==> config.mk <==
export PLATFORM = sky130hd
export DESIGN_NAME = output_point_safe_state_logic
export DESIGN_NICKNAME = d
export VERILOG_FILES = /design/src/core/out_point_pkg.sv /design/src/core/output_point_safe_state_logic.sv /design/src/core/point_slice.sv
export SDC_FILE = /design/constraint.sdc
export NUM_CORES = 1
export LEC_CHECK = 0
export BUFFER_PORTS_ARGS = -buffer_cell sky130_fd_sc_hd__buf_2
export CAP_MARGIN = 20
export CORE_MARGIN = 1.5
export CORE_UTILIZATION = 55
export DETAILED_ROUTE_END_ITERATION = 7
export GPL_TIMING_DRIVEN = 0
export PLACE_DENSITY = 0.82
export SYNTH_ARGS = -nofsm -noshare
export SYNTH_HDL_FRONTEND = slang
export SYNTH_SLANG_ARGS = --single-unit
export TNS_END_PERCENT = 10
==> constraint.sdc <==
create_clock -name clk -period 3.3 [get_ports clk]
set_clock_uncertainty 0.1 [all_clocks]
set_input_delay 0.165 -clock clk [delete_from_list [all_inputs] [get_ports clk]]
set_output_delay 0.165 -clock clk [all_outputs]
set_load 0.03 [all_outputs]
==> src/core/out_point_pkg.sv <==
// Constants, register map and shared helpers for the output point logic.
package out_point_pkg;

    // Point count and bus widths.
    localparam int point_count = 8;
    localparam int adr_width = 8;
    localparam int dat_width = 32;

    // Register byte offsets.
    localparam logic [7:0] off_run_data = 8'h00;
    localparam logic [7:0] off_control = 8'h04;
    localparam logic [7:0] off_prog_cfg = 8'h08;
    localparam logic [7:0] off_fault_cfg = 8'h0c;
    localparam logic [7:0] off_diag_cfg = 8'h10;
    localparam logic [7:0] off_diag_reset = 8'h14;
    localparam logic [7:0] off_status = 8'h18;
    localparam logic [7:0] off_irq_status = 8'h1c;
    localparam logic [7:0] off_irq_mask = 8'h20;

    // Control register bit positions.
    localparam int ctl_online = 0;
    localparam int ctl_program = 1;
    localparam int ctl_fault = 2;
    localparam int ctl_comm_lost = 3;
    localparam int ctl_comm_to_fault = 4;
    localparam int ctl_width = 5;

    // Field positions shared by several registers.
    localparam int fld_low = 0;
    localparam int fld_high = 8;
    localparam int fuse_bit = 8;
    localparam int refused_bit = 9;
    localparam int out_field = 16;
    localparam int irq_width = 10;

    // Values after reset.
    localparam logic [7:0] rst_run_data = 8'h00;
    localparam logic [ctl_width-1:0] rst_control = 5'h00;
    localparam logic [15:0] rst_prog_cfg = 16'h0000;
    localparam logic [15:0] rst_fault_cfg = 16'h0000;
    localparam logic [15:0] rst_diag_cfg = 16'hffff;
    localparam logic [irq_width-1:0] rst_irq = 10'h000;

    // Bus answer states, Gray coded.
    typedef enum logic {
        bus_idle = 1'b0,
        bus_resp = 1'b1
    } bus_state_type;

    // Merges write data into an old value under the byte enables.
    function automatic logic [31:0] lane_merge(
        input logic [31:0] old_value,
        input logic [31:0] new_value,
        input logic [3:0] sel
    );
        logic [31:0] mask;
        mask = {{8{sel[3]}}, {8{sel[2]}}, {8{sel[1]}}, {8{sel[0]}}};
        lane_merge = (old_value & ~mask) | (new_value & mask);
    endfunction : lane_merge

endpackage : out_point_pkg

==> src/core/output_point_safe_state_logic.sv <==
// Eight-point output control with safe states, diagnostics and bus slave.
// Function
// - Eight output points, zero to seven, each carry their own settings.
// - No-load detection is enabled per point and is on for all after reset.
// - With latching on, a load fault alarm stays set until it is reset.
// - A diagnostic-latch reset clears a point's alarm only while online.
// - A fuse reset clears the short/overload trip only while online.
// - In program mode a point drives its program value or holds its value.
// - In fault mode a point drives its fault value or holds its value.
// - Comm loss in program mode keeps program states or, by option, fault.
//
// Design decisions made here: the Wishbone register port and the register offsets.
`timescale 1ns/10ps
module output_point_safe_state_logic
    import out_point_pkg::*;
(
    // Clock and reset.
    input wire logic clk,
    input wire logic rstn,
    // Wishbone classic slave.
    input wire logic wb_cyc_i,
    input wire logic wb_stb_i,
    input wire logic wb_we_i,
    input wire logic [adr_width-1:0] wb_adr_i,
    input wire logic [3:0] wb_sel_i,
    input wire logic [dat_width-1:0] wb_dat_i,
    output logic [dat_width-1:0] wb_dat_o,
    output logic wb_ack_o,
    // Load sensing from the output stage.
    input wire logic [point_count-1:0] no_load_in,
    input wire logic overload_in,
    // Outputs.
    output logic [point_count-1:0] point_out,
    output logic irq
);

    // Bus state.
    bus_state_type bus_q;
    bus_state_type bus_d;
    logic [dat_width-1:0] rdata_q;
    logic [dat_width-1:0] rdata_d;
    logic wr_now;

    // Software registers.
    logic [7:0] run_data_q;
    logic [7:0] run_data_d;
    logic [ctl_width-1:0] control_q;
    logic [ctl_width-1:0] control_d;
    logic [15:0] prog_cfg_q;
    logic [15:0] prog_cfg_d;
    logic [15:0] fault_cfg_q;
    logic [15:0] fault_cfg_d;
    logic [15:0] diag_cfg_q;
    logic [15:0] diag_cfg_d;
    logic [irq_width-1:0] irq_status_q;
    logic [irq_width-1:0] irq_status_d;
    logic [irq_width-1:0] irq_mask_q;
    logic [irq_width-1:0] irq_mask_d;
    logic [31:0] merged;

    // Pin synchronisers and filtered levels.
    logic [point_count:0] sync1_q;
    logic [point_count:0] sync2_q;
    logic [point_count:0] sync3_q;
    logic [point_count:0] level_q;
    logic [point_count:0] level_d;

    // Trip and reset commands.
    logic trip_q;
    logic trip_d;
    logic reset_cmd;
    logic online;
    logic [point_count-1:0] latch_clear;
    logic fuse_clear;
    logic refused;
    logic [fuse_bit:0] reset_req;

    // Operating condition and per-point results.
    logic prog_active;
    logic fault_active;
    logic [point_count-1:0] alarm;
    logic [point_count-1:0] alarm_rise;
    logic trip_rise;
    logic [irq_width-1:0] events;

    // Keeps only the reset request bits whose byte lane is enabled, so a
    // write that leaves a lane out clears nothing in it.
    function automatic logic [fuse_bit:0] reset_bits(
        input logic [dat_width-1:0] data,
        input logic [3:0] lanes
    );
        reset_bits = data[fuse_bit:0] & {lanes[1], {point_count{lanes[0]}}};
    endfunction : reset_bits

    // Answers one cycle after the request; a write lands on the ack edge.
    always_comb begin
        bus_d = bus_q;
        rdata_d = rdata_q;
        wr_now = 1'b0;
        unique case (bus_q)
            bus_idle: begin
                if (wb_cyc_i && wb_stb_i) begin
                    bus_d = bus_resp;
                    // The read word is captured at the request edge.
                    rdata_d = '0;
                    unique case (wb_adr_i)
                        off_run_data: rdata_d[7:0] = run_data_q;
                        off_control: rdata_d[ctl_width-1:0] = control_q;
                        off_prog_cfg: rdata_d[15:0] = prog_cfg_q;
                        off_fault_cfg: rdata_d[15:0] = fault_cfg_q;
                        off_diag_cfg: rdata_d[15:0] = diag_cfg_q;
                        off_status: begin
                            rdata_d[fld_low +: point_count] = alarm;
                            rdata_d[fuse_bit] = trip_q;
                            rdata_d[out_field +: point_count] = point_out;
                        end
                        off_irq_status: rdata_d[irq_width-1:0] = irq_status_q;
                        off_irq_mask: rdata_d[irq_width-1:0] = irq_mask_q;
                        default: rdata_d = '0;
                    endcase
                end
            end
            bus_resp: begin
                // A write lands only while its request still stands.
                bus_d = bus_idle;
                wr_now = wb_we_i && wb_cyc_i && wb_stb_i;
            end
        endcase
    end

    // Registers the bus state.
    always_ff @(posedge clk or negedge rstn) begin
        if (!rstn) begin
            bus_q <= bus_idle;
            rdata_q <= '0;
        end else begin
            bus_q <= bus_d;
            rdata_q <= rdata_d;
        end
    end

    // Ack is high for the single answer cycle.
    assign wb_ack_o = (bus_q == bus_resp);
    assign wb_dat_o = rdata_q;

    // The controller must be online for either reset command; one sent
    // while offline changes nothing and only raises the refused event.
    assign online = control_q[ctl_online];
    assign reset_cmd = wr_now && (wb_adr_i == off_diag_reset);
    assign reset_req = reset_bits(wb_dat_i, wb_sel_i);
    assign latch_clear = (reset_cmd && online) ?
        reset_req[fld_low +: point_count] : '0;
    assign fuse_clear = reset_cmd && online && reset_req[fuse_bit];
    assign refused = reset_cmd && !online && (reset_req != '0);

    // Writes configuration under the byte enables; status bits clear by
    // writing one, and a new event in the same cycle wins.
    always_comb begin
        run_data_d = run_data_q;
        control_d = control_q;
        prog_cfg_d = prog_cfg_q;
        fault_cfg_d = fault_cfg_q;
        diag_cfg_d = diag_cfg_q;
        irq_mask_d = irq_mask_q;
        irq_status_d = irq_status_q | events;
        merged = '0;
        if (wr_now) begin
            unique case (wb_adr_i)
                off_run_data: begin
                    merged = lane_merge({24'h0, run_data_q}, wb_dat_i,
                        wb_sel_i);
                    run_data_d = merged[7:0];
                end
                off_control: begin
                    merged = lane_merge({27'h0, control_q}, wb_dat_i,
                        wb_sel_i);
                    control_d = merged[ctl_width-1:0];
                end
                off_prog_cfg: begin
                    merged = lane_merge({16'h0, prog_cfg_q}, wb_dat_i,
                        wb_sel_i);
                    prog_cfg_d = merged[15:0];
                end
                off_fault_cfg: begin
                    merged = lane_merge({16'h0, fault_cfg_q}, wb_dat_i,
                        wb_sel_i);
                    fault_cfg_d = merged[15:0];
                end
                off_diag_cfg: begin
                    merged = lane_merge({16'h0, diag_cfg_q}, wb_dat_i,
                        wb_sel_i);
                    diag_cfg_d = merged[15:0];
                end
                off_irq_status: begin
                    merged = lane_merge(32'h0, wb_dat_i, wb_sel_i);
                    irq_status_d = (irq_status_q & ~merged[irq_width-1:0])
                        | events;
                end
                off_irq_mask: begin
                    merged = lane_merge({22'h0, irq_mask_q}, wb_dat_i,
                        wb_sel_i);
                    irq_mask_d = merged[irq_width-1:0];
                end
                default: merged = '0;
            endcase
        end
    end

    // Registers the software state.
    always_ff @(posedge clk or negedge rstn) begin
        if (!rstn) begin
            run_data_q <= rst_run_data;
            control_q <= rst_control;
            prog_cfg_q <= rst_prog_cfg;
            fault_cfg_q <= rst_fault_cfg;
            diag_cfg_q <= rst_diag_cfg;
            irq_status_q <= rst_irq;
            irq_mask_q <= rst_irq;
        end else begin
            run_data_q <= run_data_d;
            control_q <= control_d;
            prog_cfg_q <= prog_cfg_d;
            fault_cfg_q <= fault_cfg_d;
            diag_cfg_q <= diag_cfg_d;
            irq_status_q <= irq_status_d;
            irq_mask_q <= irq_mask_d;
        end
    end

    // A sensed level changes only once the second and third stages agree.
    always_comb begin
        level_d = (sync2_q & sync3_q) | (level_q & (sync2_q ^ sync3_q));
    end

    // Three-stage synchronisers for the sensing pins.
    always_ff @(posedge clk or negedge rstn) begin
        if (!rstn) begin
            sync1_q <= '0;
            sync2_q <= '0;
            sync3_q <= '0;
            level_q <= '0;
        end else begin
            sync1_q <= {overload_in, no_load_in};
            sync2_q <= sync1_q;
            sync3_q <= sync2_q;
            level_q <= level_d;
        end
    end

    // The trip stays until a fuse reset; an overload still present wins.
    always_comb begin
        trip_d = level_q[point_count] | (trip_q & ~fuse_clear);
        trip_rise = level_q[point_count] & ~trip_q;
    end

    // Registers the trip.
    always_ff @(posedge clk or negedge rstn) begin
        if (!rstn) begin
            trip_q <= 1'b0;
        end else begin
            trip_q <= trip_d;
        end
    end

    // Fault mode overrides program mode; lost communication in program
    // mode moves to fault states only when the option is set.
    assign fault_active = control_q[ctl_fault] ||
        (control_q[ctl_program] && control_q[ctl_comm_lost] &&
        control_q[ctl_comm_to_fault]);
    assign prog_active = control_q[ctl_program];

    // One slice per point, each with its own settings.
    for (genvar i = 0; i < point_count; i++) begin : g_point
        point_slice u_slice (
            .clk(clk),
            .rstn(rstn),
            .prog_active(prog_active),
            .fault_active(fault_active),
            .trip(trip_q),
            .run_value(run_data_q[i]),
            .prog_select(prog_cfg_q[fld_low + i]),
            .prog_value(prog_cfg_q[fld_high + i]),
            .fault_select(fault_cfg_q[fld_low + i]),
            .fault_value(fault_cfg_q[fld_high + i]),
            .no_load_enable(diag_cfg_q[fld_low + i]),
            .latch_enable(diag_cfg_q[fld_high + i]),
            .no_load_seen(level_q[i]),
            .latch_clear(latch_clear[i]),
            .drive_q(point_out[i]),
            .alarm_q(alarm[i]),
            .alarm_rise(alarm_rise[i])
        );
    end

    // Interrupt events share the status layout: alarm rises in the low
    // byte, then the trip rise, then the refused reset command.
    always_comb begin
        events = '0;
        events[fld_low +: point_count] = alarm_rise;
        events[fuse_bit] = trip_rise;
        events[refused_bit] = refused;
    end

    // The level output is high while any unmasked status bit is set.
    assign irq = |(irq_status_q & irq_mask_q);

endmodule : output_point_safe_state_logic

==> src/core/point_slice.sv <==
// One output point: safe-state selection and latched no-load alarm.
`timescale 1ns/10ps
module point_slice
    import out_point_pkg::*;
(
    // Clock and reset.
    input wire logic clk,
    input wire logic rstn,
    // Operating condition.
    input wire logic prog_active,
    input wire logic fault_active,
    input wire logic trip,
    input wire logic run_value,
    // Safe-state settings.
    input wire logic prog_select,
    input wire logic prog_value,
    input wire logic fault_select,
    input wire logic fault_value,
    // Diagnostics.
    input wire logic no_load_enable,
    input wire logic latch_enable,
    input wire logic no_load_seen,
    input wire logic latch_clear,
    output logic drive_q,
    output logic alarm_q,
    output logic alarm_rise
);

    logic drive_d;
    logic alarm_d;
    logic detect;

    // Picks the output value; select high keeps the value already driven.
    always_comb begin
        drive_d = run_value;
        if (trip) begin
            drive_d = 1'b0;
        end else if (fault_active) begin
            drive_d = fault_select ? drive_q : fault_value;
        end else if (prog_active) begin
            drive_d = prog_select ? drive_q : prog_value;
        end
    end

    // A detected fault holds while latching is on; a new detection beats
    // the clear in the same cycle.
    always_comb begin
        detect = no_load_enable & no_load_seen;
        if (latch_enable) begin
            alarm_d = detect | (alarm_q & ~latch_clear);
        end else begin
            alarm_d = detect;
        end
        alarm_rise = detect & ~alarm_q;
    end

    // Registers the point state.
    always_ff @(posedge clk or negedge rstn) begin
        if (!rstn) begin
            drive_q <= 1'b0;
            alarm_q <= 1'b0;
        end else begin
            drive_q <= drive_d;
            alarm_q <= alarm_d;
        end
    end

endmodule : point_slice

==> impl_metrics.env <==
export IMPL_outcome="complete, no violations"
export IMPL_start_kind="flop"
export IMPL_drt_total_wl_mm=19.5
export IMPL_design_core_area_um2=12700
export IMPL_grt_pass1_vias=5428
export IMPL_first_iter_violations=443
export IMPL_overflow=0
export IMPL_synth_enable_flop_cells=0
export IMPL_netlist_area_um2=7240
export IMPL_ctsRootBufferMaster="clkbuf_16"
export IMPL_port_buffers=67
export IMPL_yosys_warnings=0
export IMPL_period_share_pct=77.7
export IMPL_synth_async_reset_ratio_pct=100
export IMPL_cp_slowest_stage_delay_ns=0.71
export IMPL_gp_congestion=0.960
export IMPL_hpwl_mm=13.8
export IMPL_synth_top_area_share_pct=49.4
export IMPL_final_layout_size_suffix_gt1_share_pct=33.5
export IMPL_antenna_found_initial=0
export IMPL_worst_hold_path_type="input port to flop"
export IMPL_grt_start_max_net_pins=106
export IMPL_first_pass_iters=6
export IMPL_numClockSinks=159
export IMPL_timing_fmax_mhz=390
export IMPL_fin_nets=762
export IMPL_crit_required_ns=3.53
export IMPL_routedWlPerCell_um=22.2
export IMPL_rsz0062_at_grt="false"
export IMPL_report_final_slew_viol_count=0
export IMPL_initial_utilization_pct=56.9
export IMPL_crit_type="flop to flop"
export IMPL_hold_viol_final=0
export IMPL_synth_top_area_cell="dfrtp_1"
export IMPL_synth_ff_type="dfrtp_1"
export IMPL_cts_reportedPaths_clkPinSlew_ns=0.06
export IMPL_setup_tns_ns=0
export IMPL_powerDensity_nw_per_um2=504
export IMPL_fillers=945
export IMPL_hp_start="wb_dat_i[6]"
export IMPL_crit_arrival_ns=2.80
export IMPL_endpoint_kind="flop"
export IMPL_syn_avg_cell_area_um2=12.4
export IMPL_io_pins=100
export IMPL_htreeDepth=4
export IMPL_die_w_um=118
export IMPL_viasPerCell=6.16
export IMPL_cts_tree="yes"
export IMPL_maxSlewHeadroom_pct=41.3
export IMPL_period_needed_ns=2.57
export IMPL_ys_types=58
export IMPL_maxCapViolCount=0
export IMPL_ant_nets=0
export IMPL_dieArea_um2=13900
export IMPL_via_count=5417
export IMPL_ir_drop_mv=0.381
export IMPL_path_delay_family="compound AO/OA/AOI/OAI gates"
export IMPL_track_usage_pct=29.4
export IMPL_cp_max_fo=9
export IMPL_numCtsBuffers=17
export IMPL_slowest_stage="a31oi_1"
export IMPL_synth_area_leaders="dfrtp_1 (49%), mux2_2 (12%), dfstp_2 (5.8%)"
export IMPL_hold_slack_ns=0.0267
export IMPL_rows=41
export IMPL_ys_seq_area_share_pct=55.3
export IMPL_leakage_uw=0.00409
export IMPL_setup_viol=0
export IMPL_netlist_instances=582
export IMPL_ys_ff_latch=159
export IMPL_clockBufferDepth=2
export IMPL_crit_chain="a31oi_1 > and3b_1 > clkbuf_1 > a22o_1 > nand2_1 > o31ai_1"
export IMPL_tightest_slew_ns=0.878
export IMPL_drc=0
export IMPL_clk_insertion_delay_late_ns=0.43
export IMPL_die_h_um=118
export IMPL_grt_pass1_wl_mm=30.8
export IMPL_antenna_cells=0
export IMPL_critPathBufInv=1
export IMPL_area_growth_pct=20.0
==> metal layers <==
metal / track usage, % / vias to the layer above / routed length [um]
met5: 0 / - / 0
met4: 13.1 / 0 / 818
met1: 39.0 / 2712 / 8200
met3: 7.70 / 52 / 1390
li1: - / 2376 / -
met2: 45.5 / 277 / 9120
==> placed cells by master, fill, tap and decap left out, types with 9 or more instances in the layout <==
cell and instances:
a21oi_1 9, a22o_1 26, nor2_1 15, a22oi_1 18, dfstp_2 16, mux2i_1 23
o2bb2ai_1 9, clkbuf_16 17, ha_1 9, buf_2 76, dlygate4sd3_1 19, clkbuf_1 13
dfrtp_1 143, o21ai_0 26, buf_4 18, nand2_1 64, a21o_1 11, mux2_2 74
==> Yosys cell counts, types with 2 or more instances <==
library cell,number
nor4b_4,2
buf_4,18
nor2_1,15
nand3_2,3
nor4_1,3
nor3_1,5
nor2b_1,3
o31ai_1,8
a22o_1,26
mux2i_1,23
o21ai_0,26
a22oi_1,18
nand2_4,2
a32o_1,8
and2_1,5
nand3b_1,3
nand2b_1,2
nand3_1,6
dfrtp_1,143
ha_1,9
a21o_1,11
nor3_4,3
nand4_1,3
nor2_2,2
o2bb2ai_1,9
mux2_2,74
buf_2,10
dfstp_2,16
o211ai_1,2
a32oi_1,3
inv_1,2
a221oi_1,4
clkbuf_1,12
nand2_1,64
or3_1,2
a21oi_1,9
o22a_1,2
o22ai_1,6
==> report_power, final <==
part	internal [uW]	total, uW	switching [uW]
Combinational	82.3	238	156
Clock	1330	2130	797
Sequential	1980	2000	20.2
Total	3400	4370	973
==> kinds of logic (layout without fill, tap and decap cells) <==
logic type	count (synthesis)	after routing	synth area share (%)
muxes	98	98	15.0
adders and majority gates	9	9	1.56
buffers and inverters	43	162	3.44
and+or+nand+nor	137	137	11.0
DFF	159	159	55.3
other	1	8	0.0518
AOI/OAI and AO/OA	135	135	13.7
==> worst paths after layout <==
path,endpoint,slack [ns],cells after the start
worst max-delay path,g_point[1].u_slice.drive_q$_DFFE_PN0P_,0.73,6
worst min-delay path,irq_status_q[6]$_DFF_PN0_,0.03,3
worst max register to register,g_point[1].u_slice.drive_q$_DFFE_PN0P_,0.73,6
worst min register to register,sync2_q[4]$_DFF_PN0_,0.25,0
max in group asynchronous,async pin,2.05,3
min in group asynchronous,sync1_q[3]$_DFF_PN0_,0.16,2
==> stage by stage <==
stage	cells	util (%)	total power, uW	area (um^2)	worst slack [ns]
floorplan	589	-	2140	7260	1.25
global placement	828	61.4	2240	7810	-0.191
detailed placement	829	61.7	2260	7850	0.840
CTS	880	68.3	4390	8680	0.837
global route	880	68.3	4500	8680	0.661
finish	880	68.3	4370	8680	0.735
==> layout make-up <==
cell class                      instances  area [um^2]  share of cell area, %
Sequential cell                       159         4000                   46.0
Multi-Input combinational cell        387         3020                   34.7
Timing Repair Buffer                   87          559                   6.44
Clock buffer                           21          470                   5.42
Buffer                                 41          241                   2.78
Tap cell                              172          215                   2.48
Clock inverter                         11          176                   2.03
Inverter                                2         7.51                 0.0864
==> what timing repair did <==
item | CTS | global route
buffers inserted | 0 | 0
hold buffers | 19 | 0
resized for setup | 0 | 0
hold endpoints to repair | 87 | 0
==> worst register-to-register path, delay by kind of cell (launching register included) <==
family          cells  cell delay (ns)
flops               1             0.39
compound gates      3             1.14
buf+inv             1             0.48
simple gates        2             0.36
Note: power is estimated with default switching activity, not from simulation.
